<file path="src/logic/fsg_pkg.sv">
// Package with register map, field layout, reset values and sizes for the flash sector write guard.
package fsg_pkg;
  // Register word indices; the byte address on the bus is four times the index.
  localparam logic [11:0] IDX_SECTOR_LOCK = 12'hff9;
  localparam logic [11:0] IDX_FLASH_CTRL = 12'hff8;
  localparam logic [11:0] IDX_TIMING_HIGH = 12'hffa;
  localparam logic [11:0] IDX_TIMING_LOW = 12'hffb;
  localparam logic [11:0] IDX_PAGE_SELECT = 12'hffc;
  localparam logic [11:0] IDX_GUARD_STATUS = 12'hffd;
  localparam logic [11:0] IDX_OPTION_BITS = 12'hffe;
  localparam int ADDR_W = 14;
  localparam logic [7:0] UNLOCK_CODE = 8'h5e;
  localparam int SECTORS = 8;
  localparam logic [7:0] LOCK_RESET = 8'h00;
  localparam logic [7:0] BYTE_RESET = 8'h00;
  localparam logic [1:0] VARIANT_8K = 2'h0;
  localparam logic [1:0] VARIANT_4K = 2'h1;
  localparam logic [1:0] VARIANT_2K = 2'h2;
  localparam logic [1:0] VARIANT_1K = 2'h3;
  localparam logic [7:0] MASK_ALL = 8'hff;
  localparam logic [7:0] MASK_2K = 8'h0f;
  localparam logic [7:0] MASK_1K = 8'h03;
  localparam int SHIFT_1K_SECTOR = 10;
  localparam int SHIFT_512_SECTOR = 9;
  localparam int FLASH_ADDR_W = 13;
  typedef enum logic [1:0]
  {
    FSG_PROT_NONE = 2'b00,
    FSG_PROT_WRITE = 2'b01,
    FSG_PROT_READ = 2'b10,
    FSG_PROT_FULL = 2'b11
  } fsg_prot_e;
endpackage

</file>
<file path="src/logic/fsg_sector_map.sv">
// Maps a flash byte address to its sector number and lock state for the selected variant.
`timescale 1ns/1ns
module fsg_sector_map
(
  input wire logic [1:0] variant,
  input wire logic [fsg_pkg::FLASH_ADDR_W-1:0] addr,
  input wire logic [7:0] lock,
  output logic [7:0] used_mask,
  output logic locked
);
  logic [fsg_pkg::FLASH_ADDR_W-1:0] sector_num;

  always_comb
  begin
    used_mask = fsg_pkg::MASK_ALL;
    sector_num = addr >> fsg_pkg::SHIFT_512_SECTOR;
    unique case (variant)
      fsg_pkg::VARIANT_8K:
      begin
        sector_num = addr >> fsg_pkg::SHIFT_1K_SECTOR;
      end
      fsg_pkg::VARIANT_4K:
      begin
        used_mask = fsg_pkg::MASK_ALL;
      end
      fsg_pkg::VARIANT_2K:
      begin
        used_mask = fsg_pkg::MASK_2K;
      end
      fsg_pkg::VARIANT_1K:
      begin
        used_mask = fsg_pkg::MASK_1K;
      end
    endcase
    // Addresses past the last sector fall outside the array and are never locked.
    locked = (sector_num < fsg_pkg::FLASH_ADDR_W'(fsg_pkg::SECTORS))
      && lock[sector_num[2:0]];
  end
endmodule

</file>
<file path="src/logic/fsg_top.sv">
// Flash sector write guard: APB registers, sticky sector locks, timing value and op gating.
// Behaviour
// - Shared address goes to lock register only right after control write of 5EH.
// - Lock register and page select share one address, index FF9H.
// - Lock register has eight bits, bit n guards sector n.
// - All lock bits clear at reset, all sectors unprotected.
// - Lock bits can only be set by software, never cleared until reset.
// - Sectors are 1024 bytes on 8 KB parts, 512 bytes otherwise.
// - Upper 4 bits unused on 2 KB part, upper 6 on 1 KB part.
// - Timing value is high byte in bits 15:8, low byte in bits 7:0.
// - Read and write guard option bits give four protection levels.
`timescale 1ns/1ns
module fsg_top
(
  input wire logic clk,
  input wire logic srst,
  input wire logic psel,
  input wire logic penable,
  input wire logic pwrite,
  input wire logic [fsg_pkg::ADDR_W-1:0] paddr,
  input wire logic [31:0] pwdata,
  input wire logic [3:0] pstrb,
  output logic [31:0] prdata,
  output logic pready,
  output logic pslverr,
  input wire logic [1:0] variant,
  input wire logic read_guard_option,
  input wire logic write_guard_option,
  input wire logic op_req,
  input wire logic [fsg_pkg::FLASH_ADDR_W-1:0] op_addr,
  output logic op_grant,
  output logic op_block,
  output logic [7:0] sector_lock_bit,
  output logic [15:0] program_timing_value,
  output logic [7:0] page_select,
  output logic [1:0] prot_level
);
  logic [7:0] sector_lock_register_reg;
  logic [7:0] sector_lock_register_next;
  logic [7:0] timing_high_reg;
  logic [7:0] timing_high_next;
  logic [7:0] timing_low_reg;
  logic [7:0] timing_low_next;
  logic [7:0] ctrl_reg;
  logic [7:0] ctrl_next;
  logic [7:0] page_reg;
  logic [7:0] page_next;
  logic [31:0] prdata_next;
  logic pready_next;
  logic pslverr_next;
  logic op_grant_next;
  logic op_block_next;
  logic [1:0] prot_next;
  logic [11:0] word_idx;
  logic access;
  logic wr_ok;
  logic hit;
  logic wr_any;
  logic wr_ctrl;
  logic wr_shared;
  logic to_lock;
  logic [7:0] used_mask;
  logic op_locked;

  // Byte lane 0 carries every register; other lanes are ignored.
  assign word_idx = paddr[fsg_pkg::ADDR_W-1:2];
  assign access = psel && penable && !pready;
  assign hit = (word_idx == fsg_pkg::IDX_SECTOR_LOCK) || (word_idx == fsg_pkg::IDX_FLASH_CTRL)
    || (word_idx == fsg_pkg::IDX_TIMING_HIGH) || (word_idx == fsg_pkg::IDX_TIMING_LOW)
    || (word_idx == fsg_pkg::IDX_PAGE_SELECT) || (word_idx == fsg_pkg::IDX_GUARD_STATUS)
    || (word_idx == fsg_pkg::IDX_OPTION_BITS);
  // A write lands at the edge where the master sees pready, never one cycle before it.
  assign wr_ok = psel && penable && pready && pwrite && hit && pstrb[0];
  assign wr_any = wr_ok;
  assign wr_ctrl = wr_ok && (word_idx == fsg_pkg::IDX_FLASH_CTRL);
  assign wr_shared = wr_ok && (word_idx == fsg_pkg::IDX_SECTOR_LOCK);

  fsg_unlock_seq u_seq
  (
    .clk(clk),
    .srst(srst),
    .wr_any(wr_any),
    .wr_ctrl(wr_ctrl),
    .wr_shared(wr_shared),
    .wdata(pwdata[7:0]),
    .unlocked(to_lock)
  );

  fsg_sector_map u_map
  (
    .variant(variant),
    .addr(op_addr),
    .lock(sector_lock_register_reg),
    .used_mask(used_mask),
    .locked(op_locked)
  );

  always_comb
  begin
    sector_lock_register_next = sector_lock_register_reg;
    timing_high_next = timing_high_reg;
    timing_low_next = timing_low_reg;
    ctrl_next = ctrl_reg;
    page_next = page_reg;
    if (wr_shared && to_lock)
    begin
      // OR-in only: a written zero never clears a set bit.
      sector_lock_register_next = sector_lock_register_reg | (pwdata[7:0] & used_mask);
    end
    else if (wr_shared)
    begin
      page_next = pwdata[7:0];
    end
    if (wr_ctrl)
    begin
      ctrl_next = pwdata[7:0];
    end
    if (wr_ok && (word_idx == fsg_pkg::IDX_TIMING_HIGH))
    begin
      timing_high_next = pwdata[7:0];
    end
    if (wr_ok && (word_idx == fsg_pkg::IDX_TIMING_LOW))
    begin
      timing_low_next = pwdata[7:0];
    end
    if (wr_ok && (word_idx == fsg_pkg::IDX_PAGE_SELECT))
    begin
      page_next = pwdata[7:0];
    end
  end

  // Read mux; the shared index reads back the lock register.
  always_comb
  begin
    prdata_next = 32'h0000_0000;
    pready_next = access;
    pslverr_next = access && !hit;
    if (access && !pwrite)
    begin
      unique case (word_idx)
        fsg_pkg::IDX_SECTOR_LOCK: prdata_next[7:0] = sector_lock_register_reg;
        fsg_pkg::IDX_FLASH_CTRL: prdata_next[7:0] = ctrl_reg;
        fsg_pkg::IDX_TIMING_HIGH: prdata_next[7:0] = timing_high_reg;
        fsg_pkg::IDX_TIMING_LOW: prdata_next[7:0] = timing_low_reg;
        fsg_pkg::IDX_PAGE_SELECT: prdata_next[7:0] = page_reg;
        fsg_pkg::IDX_GUARD_STATUS: prdata_next[1:0] = prot_level;
        fsg_pkg::IDX_OPTION_BITS: prdata_next[7:0] = used_mask;
        default: prdata_next = 32'h0000_0000;
      endcase
    end
  end

  // Each option sets its own level bit; both options together give the full level, read plus write lock.
  always_comb
  begin
    prot_next = {read_guard_option, write_guard_option};
    op_grant_next = 1'b0;
    op_block_next = 1'b0;
    if (op_req)
    begin
      // Write guard forbids every program or erase; else the sector lock decides.
      op_block_next = op_locked || write_guard_option;
      op_grant_next = !(op_locked || write_guard_option);
    end
  end

  always_ff @(posedge clk)
  begin
    if (srst)
    begin
      sector_lock_register_reg <= fsg_pkg::LOCK_RESET;
      timing_high_reg <= fsg_pkg::BYTE_RESET;
      timing_low_reg <= fsg_pkg::BYTE_RESET;
      ctrl_reg <= fsg_pkg::BYTE_RESET;
      page_reg <= fsg_pkg::BYTE_RESET;
      prdata <= 32'h0000_0000;
      pready <= 1'b0;
      pslverr <= 1'b0;
      op_grant <= 1'b0;
      op_block <= 1'b0;
      prot_level <= 2'h0;
      sector_lock_bit <= fsg_pkg::LOCK_RESET;
      program_timing_value <= 16'h0000;
      page_select <= fsg_pkg::BYTE_RESET;
    end
    else
    begin
      sector_lock_register_reg <= sector_lock_register_next;
      timing_high_reg <= timing_high_next;
      timing_low_reg <= timing_low_next;
      ctrl_reg <= ctrl_next;
      page_reg <= page_next;
      prdata <= prdata_next;
      pready <= pready_next;
      pslverr <= pslverr_next;
      op_grant <= op_grant_next;
      op_block <= op_block_next;
      prot_level <= prot_next;
      sector_lock_bit <= sector_lock_register_next;
      program_timing_value <= {timing_high_next, timing_low_next};
      page_select <= page_next;
    end
  end
endmodule

</file>
<file path="src/logic/fsg_unlock_seq.sv">
// Unlock sequencer that steers the shared address write to the lock or page register.
`timescale 1ns/1ns
module fsg_unlock_seq
(
  input wire logic clk,
  input wire logic srst,
  input wire logic wr_any,
  input wire logic wr_ctrl,
  input wire logic wr_shared,
  input wire logic [7:0] wdata,
  output logic unlocked
);
  logic armed_reg;
  logic armed_next;

  // Any other register write with lane 0 enabled between the code and the shared write cancels the arming.
  always_comb
  begin
    armed_next = armed_reg;
    if (wr_any)
    begin
      armed_next = wr_ctrl && (wdata == fsg_pkg::UNLOCK_CODE);
    end
  end

  always_ff @(posedge clk)
  begin
    if (srst)
    begin
      armed_reg <= 1'b0;
    end
    else
    begin
      armed_reg <= armed_next;
    end
  end

  assign unlocked = armed_reg && wr_shared;
endmodule
</file>
<file path="config.mk">
export PLATFORM = sky130hd
export DESIGN_NAME = fsg_top
export DESIGN_NICKNAME = d
export VERILOG_FILES = /design/src/logic/fsg_pkg.sv /design/src/logic/fsg_sector_map.sv /design/src/logic/fsg_top.sv /design/src/logic/fsg_unlock_seq.sv
export SDC_FILE = /design/constraint.sdc
export NUM_CORES = 1
export LEC_CHECK = 0
export BUFFER_PORTS_ARGS = -buffer_cell sky130_fd_sc_hd__buf_2
export CAP_MARGIN = 20
export CORE_MARGIN = 1.5
export CORE_UTILIZATION = 35
export DETAILED_ROUTE_END_ITERATION = 10
export GPL_TIMING_DRIVEN = 1
export PLACE_DENSITY = 0.67
export SYNTH_ARGS = -nofsm -noshare
export SYNTH_HDL_FRONTEND = slang
export SYNTH_SLANG_ARGS = --single-unit
</file>
<file path="constraint.sdc">
create_clock -name clk -period 1.4 [get_ports clk]
set_input_delay 0.07 -clock clk [delete_from_list [all_inputs] [get_ports clk]]
set_output_delay 0.07 -clock clk [all_outputs]
set_load 0.05 [all_outputs]
</file>
==> parameters.txt, run 1 <==
Parameter                              Value

Floorplan
  Starting density of the core ... 36.1%
  X dimension of the die ... 92.0 um
  Boundary pin count ... 143
  Die Ht ... 92.0 um
  Die area ... 8460 sq um
  Site row count ... 32
  Placeable core area ... 7690 sq um

Timing
  Unrepaired setup endpoints after global routing ... yes
  Post-route fraction of the period consumed by the critical path ... 98.8%
  Skew final ... 0.00880 ns
  Worst-Margin Slew ... 0.579 ns
  Final max-slew violation count ... 0
  Worst path setup slack after routing ... 0.0170 ns
  Count of final setup violators ... 0
  Maximum clock frequency ... 723 MHz
  Total count of hold-check failures in the final report ... 0
  Worst slew margin ... 60.4%
  Final Critical Period ... 1.38 ns

Power and ir drop
  Clk network pwr share ... 30.2%
  Power Internal ... 2.12 mW
  Worst vdd ir ... 0.432 mV
  Proportion of power drawn by combinational gates ... 17.1%
  Switching part of the total power ... 28.9%
  Total power ... 2.98 mW
  Net switching power ... 0.863 mW
  Leak ... 1.79 nW
  Seq pwr share ... 52.7%
  Power per cell area ... 824 nW/um^2

Global routing
  Wire length of the first global-routing pass ... 11900 um
  Leftover overflow at the end of global routing ... 0
  Largest net degree at the start of global routing ... 26
  Number of antenna violations at the first check in global routing ... 0
  Global Route Usage Sum ... 17.9%
  Number of global-route vias before repair ... 2486

Yosys
  Number of enable-type register cells in the synthesized netlist ... 0
  Syn Area/Cell ... 8.94 sq um
  Synthesized instance count ... 310
  Share of synthesized registers carrying an async set or reset ... 0%
  Share of synthesized area occupied by flip-flops and latches ... 39.7%
  Synth Cell Area ... 2770 sq um
  Count of different cell masters after synthesis ... 45
  Count of state elements after synthesis ... 55
  Ys Warns ... 0
  Commonest register cell after synthesis ... dfxtp_1

Clocking
  Buffer type at the clock tree root ... clkbuf_8
  Worst skew pair latency ... 0.31 ns
  Clock Sinks ... 55
  Post-CTS Setup Repair Bufs ... 0
  H-tree depth ... 2
  Clock tree from TritonCTS ... yes
  Clock slew seen by the registers of the worst setup and hold paths ... 0.10 ns
  CTS Buf Count ... 5
  CTS Buffer Depth ... 2

Worst hold path
  Hold Crit Depth ... 3
  Worst hold path type ... primary input to flip-flop
  Source of the worst hold timing path ... op_req
  Hold Path End ... op_block$_SDFF_PP0_

Route
  Antenna Violating Nets Remaining ... 0
  Iter 0 DRT Violations ... 157
  Initial DRT Pass Iterations ... 4
  WL per Instance ... 14.6 um
  Count of vias placed by the detailed router ... 2576
  Routed vias/inst ... 4.96
  Final wirelength ... 7580 um
  DRC violation count after routing ... 0

Placed design
  HPWL after DPL ... 5850 um
  Post-Place Cells ... 511
  Dpl ws ... -0.178 ns
  GPL Wtd Cong ... 0.869
  Count of input and output buffers ... 80

Setup path
  Critical path, cell by cell ... nand3_4 > nor2_4 > and4_4 > buf_12 > mux2i_1 > nor2_1
  Worst Path Max Fanout ... 7
  Worst Setup Start Kind ... flip-flop
  Type of the setup path with the least slack ... flip-flop to flip-flop
  Logic depth of the worst register-to-register path ... 6
  Kind of end point of the critical path ... flip-flop
  Beginning of the worst register-to-register path ... pready$_SDFF_PP0_
  Largest incremental delay on the critical path ... 0.38 ns
  Arrival time of the worst setup path ... 1.58 ns
  Required @ worst endpoint ... 1.60 ns
  Slowest-stage cell, CP ... dfxtp_4
  Setup slack of the worst register-to-register path ... 0.02 ns
  Terminus of the critical flop-to-flop path ... page_reg[1]$_SDFFE_PP0P_

Cells and area
  Leading cell type in the layout, fill and taps excluded ... buf_2
  Area of the multi-input gates ... 1530 sq um
  Cell Count, Final, Fillers Out ... 519
  Storage cell area ... 1110 sq um
  Filler cells ... 742
  Leading cell types in the layout, fill and taps excluded ... 80 x buf_2, 51 x dfxtp_1, 47 x mux2i_1, 46 x nor2_1, 31 x buf_4
  Fin nets ... 489
  Layout area overhead ... 30.6%
  Largest register FFs ... 16
  Share of final-layout standard cells stronger than drive strength 1 ... 35.3%
  Register name with the most flops ... program_timing_value
  Antenna diode instance count ... 0

Job
  Number of violations of the max-capacitance limit ... 0

Run status
  Result of the run ... finished clean
[synth_stat cells, types with 5 or more instances]
library cell | instances | area (sq um)
a21oi_1 | 11 | 55.1
buf_4 | 27 | 203
clkbuf_1 | 9 | 33.8
dfxtp_1 | 55 | 1100
inv_1 | 9 | 33.8
mux2i_1 | 47 | 470
nand2_1 | 17 | 63.8
nand2b_1 | 5 | 31.3
nand3_1 | 6 | 30.0
nor2_1 | 48 | 180
o21a_1 | 6 | 45.0
o21ai_0 | 8 | 40.0
o22ai_1 | 11 | 68.8
[final cells by class]
cell class / count / share of cell area [%]
inverter: 9 / 0.933
clock buffer: 7 / 2.38
clock inverter: 1 / 0.138
sequential: 55 / 30.7
timing repair buffer: 117 / 20.0
multi-input combinational: 228 / 42.3
tap: 102 / 3.52
[per-stage QoR]
step           TNS (ns)  cell area [sq um]  hold slack (ns)  util, %
2_1_floorplan   -0.0206               2890            0.198        -
5_1_grt          -0.584               3620           0.0135     47.1
6_report              0               3620           0.0107     47.1
3_3_place_gp     -0.559               3460            0.291     45.0
3_5_place_dp     -0.983               3460            0.287     45.0
4_1_cts               0               3570          0.00342     46.4
[routing by layer]
metal  routed length (um)  global-route usage (%)
met1                 3420                    23.0
met2                 3540                    30.1
met3                  460                    3.23
met4                  163                    5.64
met5                    0                       0
[worst max-delay path, delay by kind of cell (launching register included)]
kind          cells  cell delay, ns
flops             1            0.38
buf+inv           1            0.14
mux               1            0.19
simple gates      4            0.56
[timing repair]
action / CTS / global route
hold buffers: 1 / 0
hold endpoints to repair: 1 / 0
pin swaps: 1 / 10
setup endpoints to repair: 9 / 27
resized for setup: 4 / 10
[worst max-delay path by stage]
stage	start	endpoint	slack, ns	cells past startpoint
2_1_floorplan	pready$_SDFF_PP0_	u_seq.armed_reg$_SDFFE_PP0N_	-0.02	6
3_3_place_gp	variant[1]	op_block$_SDFF_PP0_	-0.16	7
3_5_place_dp	variant[1]	op_block$_SDFF_PP0_	-0.18	7
4_1_cts	pready$_SDFF_PP0_	program_timing_value[8]$_SDFFE_PP0P_	0.01	7
5_1_grt	pready$_SDFF_PP0_	page_reg[2]$_SDFFE_PP0P_	-0.06	6
6_report	pready$_SDFF_PP0_	page_reg[1]$_SDFFE_PP0P_	0.02	6
[power groups by stage]
stage          Sequential [mW]  Clock [mW]  Combinational, mW
5_1_grt                   1.58       0.988              0.540
6_report                  1.57       0.901              0.509
4_1_cts                   1.58       0.928              0.496
2_1_floorplan             1.64           0              0.349
3_3_place_gp              1.61           0              0.485
3_5_place_dp              1.61           0              0.490
[cells by family (layout without fill, tap and decap cells)]
kind of cell | count (synthesis) | after routing | share of synthesized area [%]
muxes | 49 | 49 | 18.2
other | 1 | 24 | 0.135
DFF | 55 | 55 | 39.7
and+or+nand+nor | 104 | 104 | 18.6
AOI/OAI and AO/OA | 51 | 51 | 12.5
buffers and inverters | 50 | 134 | 10.8
Power figures use the tool's default switching activity.
==> run 2: changes to the inputs <==
--- a/config.mk
+++ b/config.mk
@@ -11,7 +11,6 @@
 export CORE_UTILIZATION = 35
 export DETAILED_ROUTE_END_ITERATION = 10
 export GPL_TIMING_DRIVEN = 1
-export PLACE_DENSITY = 0.67
 export SYNTH_ARGS = -nofsm -noshare
 export SYNTH_HDL_FRONTEND = slang
 export SYNTH_SLANG_ARGS = --single-unit
==> constraint.sdc (replaced) <==
create_clock -name clk -period 1.75 [get_ports clk]
set_input_delay 0.0875 -clock clk [delete_from_list [all_inputs] [get_ports clk]]
set_output_delay 0.0875 -clock clk [all_outputs]
set_load 0.05 [all_outputs]
==> run 2 against run 1 <==
Hold slack got worse by 0.0081 ns; via count decreased by 5.2%; sequential power decreased by 20%; clock skew increased by 0.0042 ns; sequential cell count unchanged; first-iteration DRC count unchanged; power decreased by 12%; final cell count decreased by 4.6%; non-clock buffer count decreased by 24; largest cell class unchanged; highest routed layer unchanged.
==> parameters.txt, run 2 (synthesis gave the netlist of run 1 again) <==
Parameter                              Value

Job
  Number of violations of the max-capacitance limit ... 0 (unchanged)

Clocking
  CTS Buf Count ... 5 (unchanged)
  Clock tree from TritonCTS ... yes
  CTS Buffer Depth ... 2 (unchanged)
  H-tree depth ... 2 (unchanged)
  Worst skew pair latency ... 0.31 ns (about the same)
  Clock Sinks ... 55 (unchanged)
  Resized Gates After CTS ... 0 (-4)
  Hold bufs inserted after CTS ... 0 (-1)
  Buffer type at the clock tree root ... clkbuf_8
  Post-CTS Setup Repair Bufs ... 0 (unchanged)
  Clock slew seen by the registers of the worst setup and hold paths ... 0.10 ns (about the same)

Route
  Iter 0 DRT Violations ... 157 (unchanged)
  Count of vias placed by the detailed router ... 2441 (-5.2%)
  WL per Instance ... 14.5 um (-0.52%)
  DRC violation count after routing ... 0 (unchanged)
  Initial DRT Pass Iterations ... 4 (unchanged)
  Final wirelength ... 7200 um (-5.1%)
  Routed vias/inst ... 4.93 (-0.65%)
  Antenna Violating Nets Remaining ... 0 (unchanged)

Global routing
  Leftover overflow at the end of global routing ... 0 (unchanged)
  Number of antenna violations at the first check in global routing ... 0 (unchanged)
  Largest net degree at the start of global routing ... 48 (+85%)
  Global Route Usage Sum ... 16.9% (-0.96 points)
  Wire length of the first global-routing pass ... 11400 um (-4.5%)
  Number of global-route vias before repair ... 2246 (-9.7%)

Cells and area
  Largest register FFs ... 16 (unchanged)
  Fin nets ... 465 (-4.9%)
  Layout area overhead ... 20.9%
  Leading cell type in the layout, fill and taps excluded ... buf_2
  Leading cell types in the layout, fill and taps excluded ... 80 x buf_2, 54 x dfxtp_1, 48 x nor2_1, 47 x mux2i_1, 24 x conb_1
  Register name with the most flops ... program_timing_value
  Share of final-layout standard cells stronger than drive strength 1 ... 28.5% (-6.8 points)
  Final core utilization ... 43.6% (-3.5 points)
  Cell Count, Final, Fillers Out ... 495 (-4.6%)
  Finished Cell Area ... 3350 sq um (-7.4%)
  Antenna diode instance count ... 0 (unchanged)

Floorplan
  Placeable core area ... 7690 sq um (unchanged)
  Boundary pin count ... 143 (unchanged)
  Site row count ... 32 (unchanged)
  Starting density of the core ... 36.1% (unchanged)
  X dimension of the die ... 92.0 um (unchanged)
  Die area ... 8460 sq um (unchanged)
  Die Ht ... 92.0 um (unchanged)

Placed design
  Area after detailed placement ... 3220 sq um (-6.9%)
  Post-Place Cells ... 487 (-4.7%)
  Count of input and output buffers ... 80 (unchanged)
  GPL Wtd Cong ... 0.869 (about the same)
  HPWL after DPL ... 5390 um (-7.9%)
  Dpl ws ... 0.115 ns (+0.293 ns)

Timing
  Worst path setup slack after routing ... 0.137 ns (+0.120 ns)
  Final max-slew violation count ... 0 (unchanged)
  Final total negative setup slack ... 0 ns (unchanged)
  Worst-Margin Slew ... 0.537 ns (-0.0412 ns)
  Total count of hold-check failures in the final report ... 0 (unchanged)
  Final Critical Period ... 1.61 ns (+0.230 ns)
  Post-route fraction of the period consumed by the critical path ... 92.2% (-6.6 points)
  Worst slew margin ... 63.2% (+2.8 points)
  Skew final ... 0.0130 ns (+0.00421 ns)
  Worst hold-check slack ... 0.00258 ns (-0.00807 ns)
  Count of final setup violators ... 0 (unchanged)
  Maximum clock frequency ... 620 MHz (-14%)
  Unrepaired setup endpoints after global routing ... no

Setup path
  Most used cell, CP ... nor2_1
  Kind of end point of the critical path ... flip-flop
  Required @ worst endpoint ... 1.94 ns (+0.34 ns)
  Start point of the critical path ... pready$_SDFF_PP0_
  Type of the setup path with the least slack ... flip-flop to flip-flop
  Slowest-stage cell, CP ... dfxtp_2
  Worst Path Max Fanout ... 5 (-2)
  Critical path, cell by cell ... nand3_1 > nor2_1 > nand4_1 > buf_4 > mux2i_1 > nor2_1
  Worst Setup Start Kind ... flip-flop
  Beginning of the worst register-to-register path ... pready$_SDFF_PP0_
  Arrival time of the worst setup path ... 1.80 ns (+0.22 ns)
  Largest incremental delay on the critical path ... 0.36 ns (-0.02 ns)

Worst hold path
  Worst hold path type ... primary input to flip-flop
  Source of the worst hold timing path ... read_guard_option

Power and ir drop
  Worst vdd ir ... 0.502 mV (+16%)
  Leak ... 1.66 nW (-7.1%)
  Power per cell area ... 780 nW/um^2 (-5.4%)
  Total power ... 2.61 mW (-12%)

Run status
  Result of the run ... finished clean
==> run 2: changes by cell type in the layout (fill, tap and decap cells not counted), moves of 2 or more <==
cell	previous run	this run
dfxtp_1	51	54
buf_12	3	0
nor4_1	2	4
nor2_1	46	48
buf_4	31	13
nor4_2	2	0
buf_6	2	0
dfxtp_4	2	0
bufinv_16	0	2
==> run 2: area by class of cell <==
cell class	count	area, sq um
clock inverters	2	60.1
flip-flops and latches	55	1100
repair buffers	93	498
well taps	102	128
inverters	9	33.8
clock buffers	6	72.6
fillers	807	4340
multi-input cells	228	1460
==> run 2: worst max-delay path: cells and delay by family (launching register included) <==
kind | cells | cell delay (ns)
buf+inv | 1 | 0.24
flops | 1 | 0.36
simple gates | 4 | 0.74
mux | 1 | 0.16
==> run 2: path summary, 6_finish.rpt <==
kind	endpoint	slack, ns	depth (start not counted)
max	ctrl_reg[0]$_SDFFE_PP0P_	0.14	6
min	prot_level[1]$_SDFF_PP0_	0.003	2
max reg2reg	ctrl_reg[0]$_SDFFE_PP0P_	0.14	6
min reg2reg	pready$_SDFF_PP0_	0.46	1
==> run 2: layer usage <==
layer,track usage [%],wire [um]
met3,3.40,511
met4,3.46,46
met5,0,0
met2,27.2,3240
met1,23.4,3390
==> run 2: power by group <==
group	leakage [nW]	internal (mW)	total [mW]	switching, mW
logic	1.15	0.0891	0.362	0.273
registers	0.444	1.26	1.26	0.00303
clock network	0.0654	0.572	0.990	0.418
total	1.66	1.92	2.61	0.694
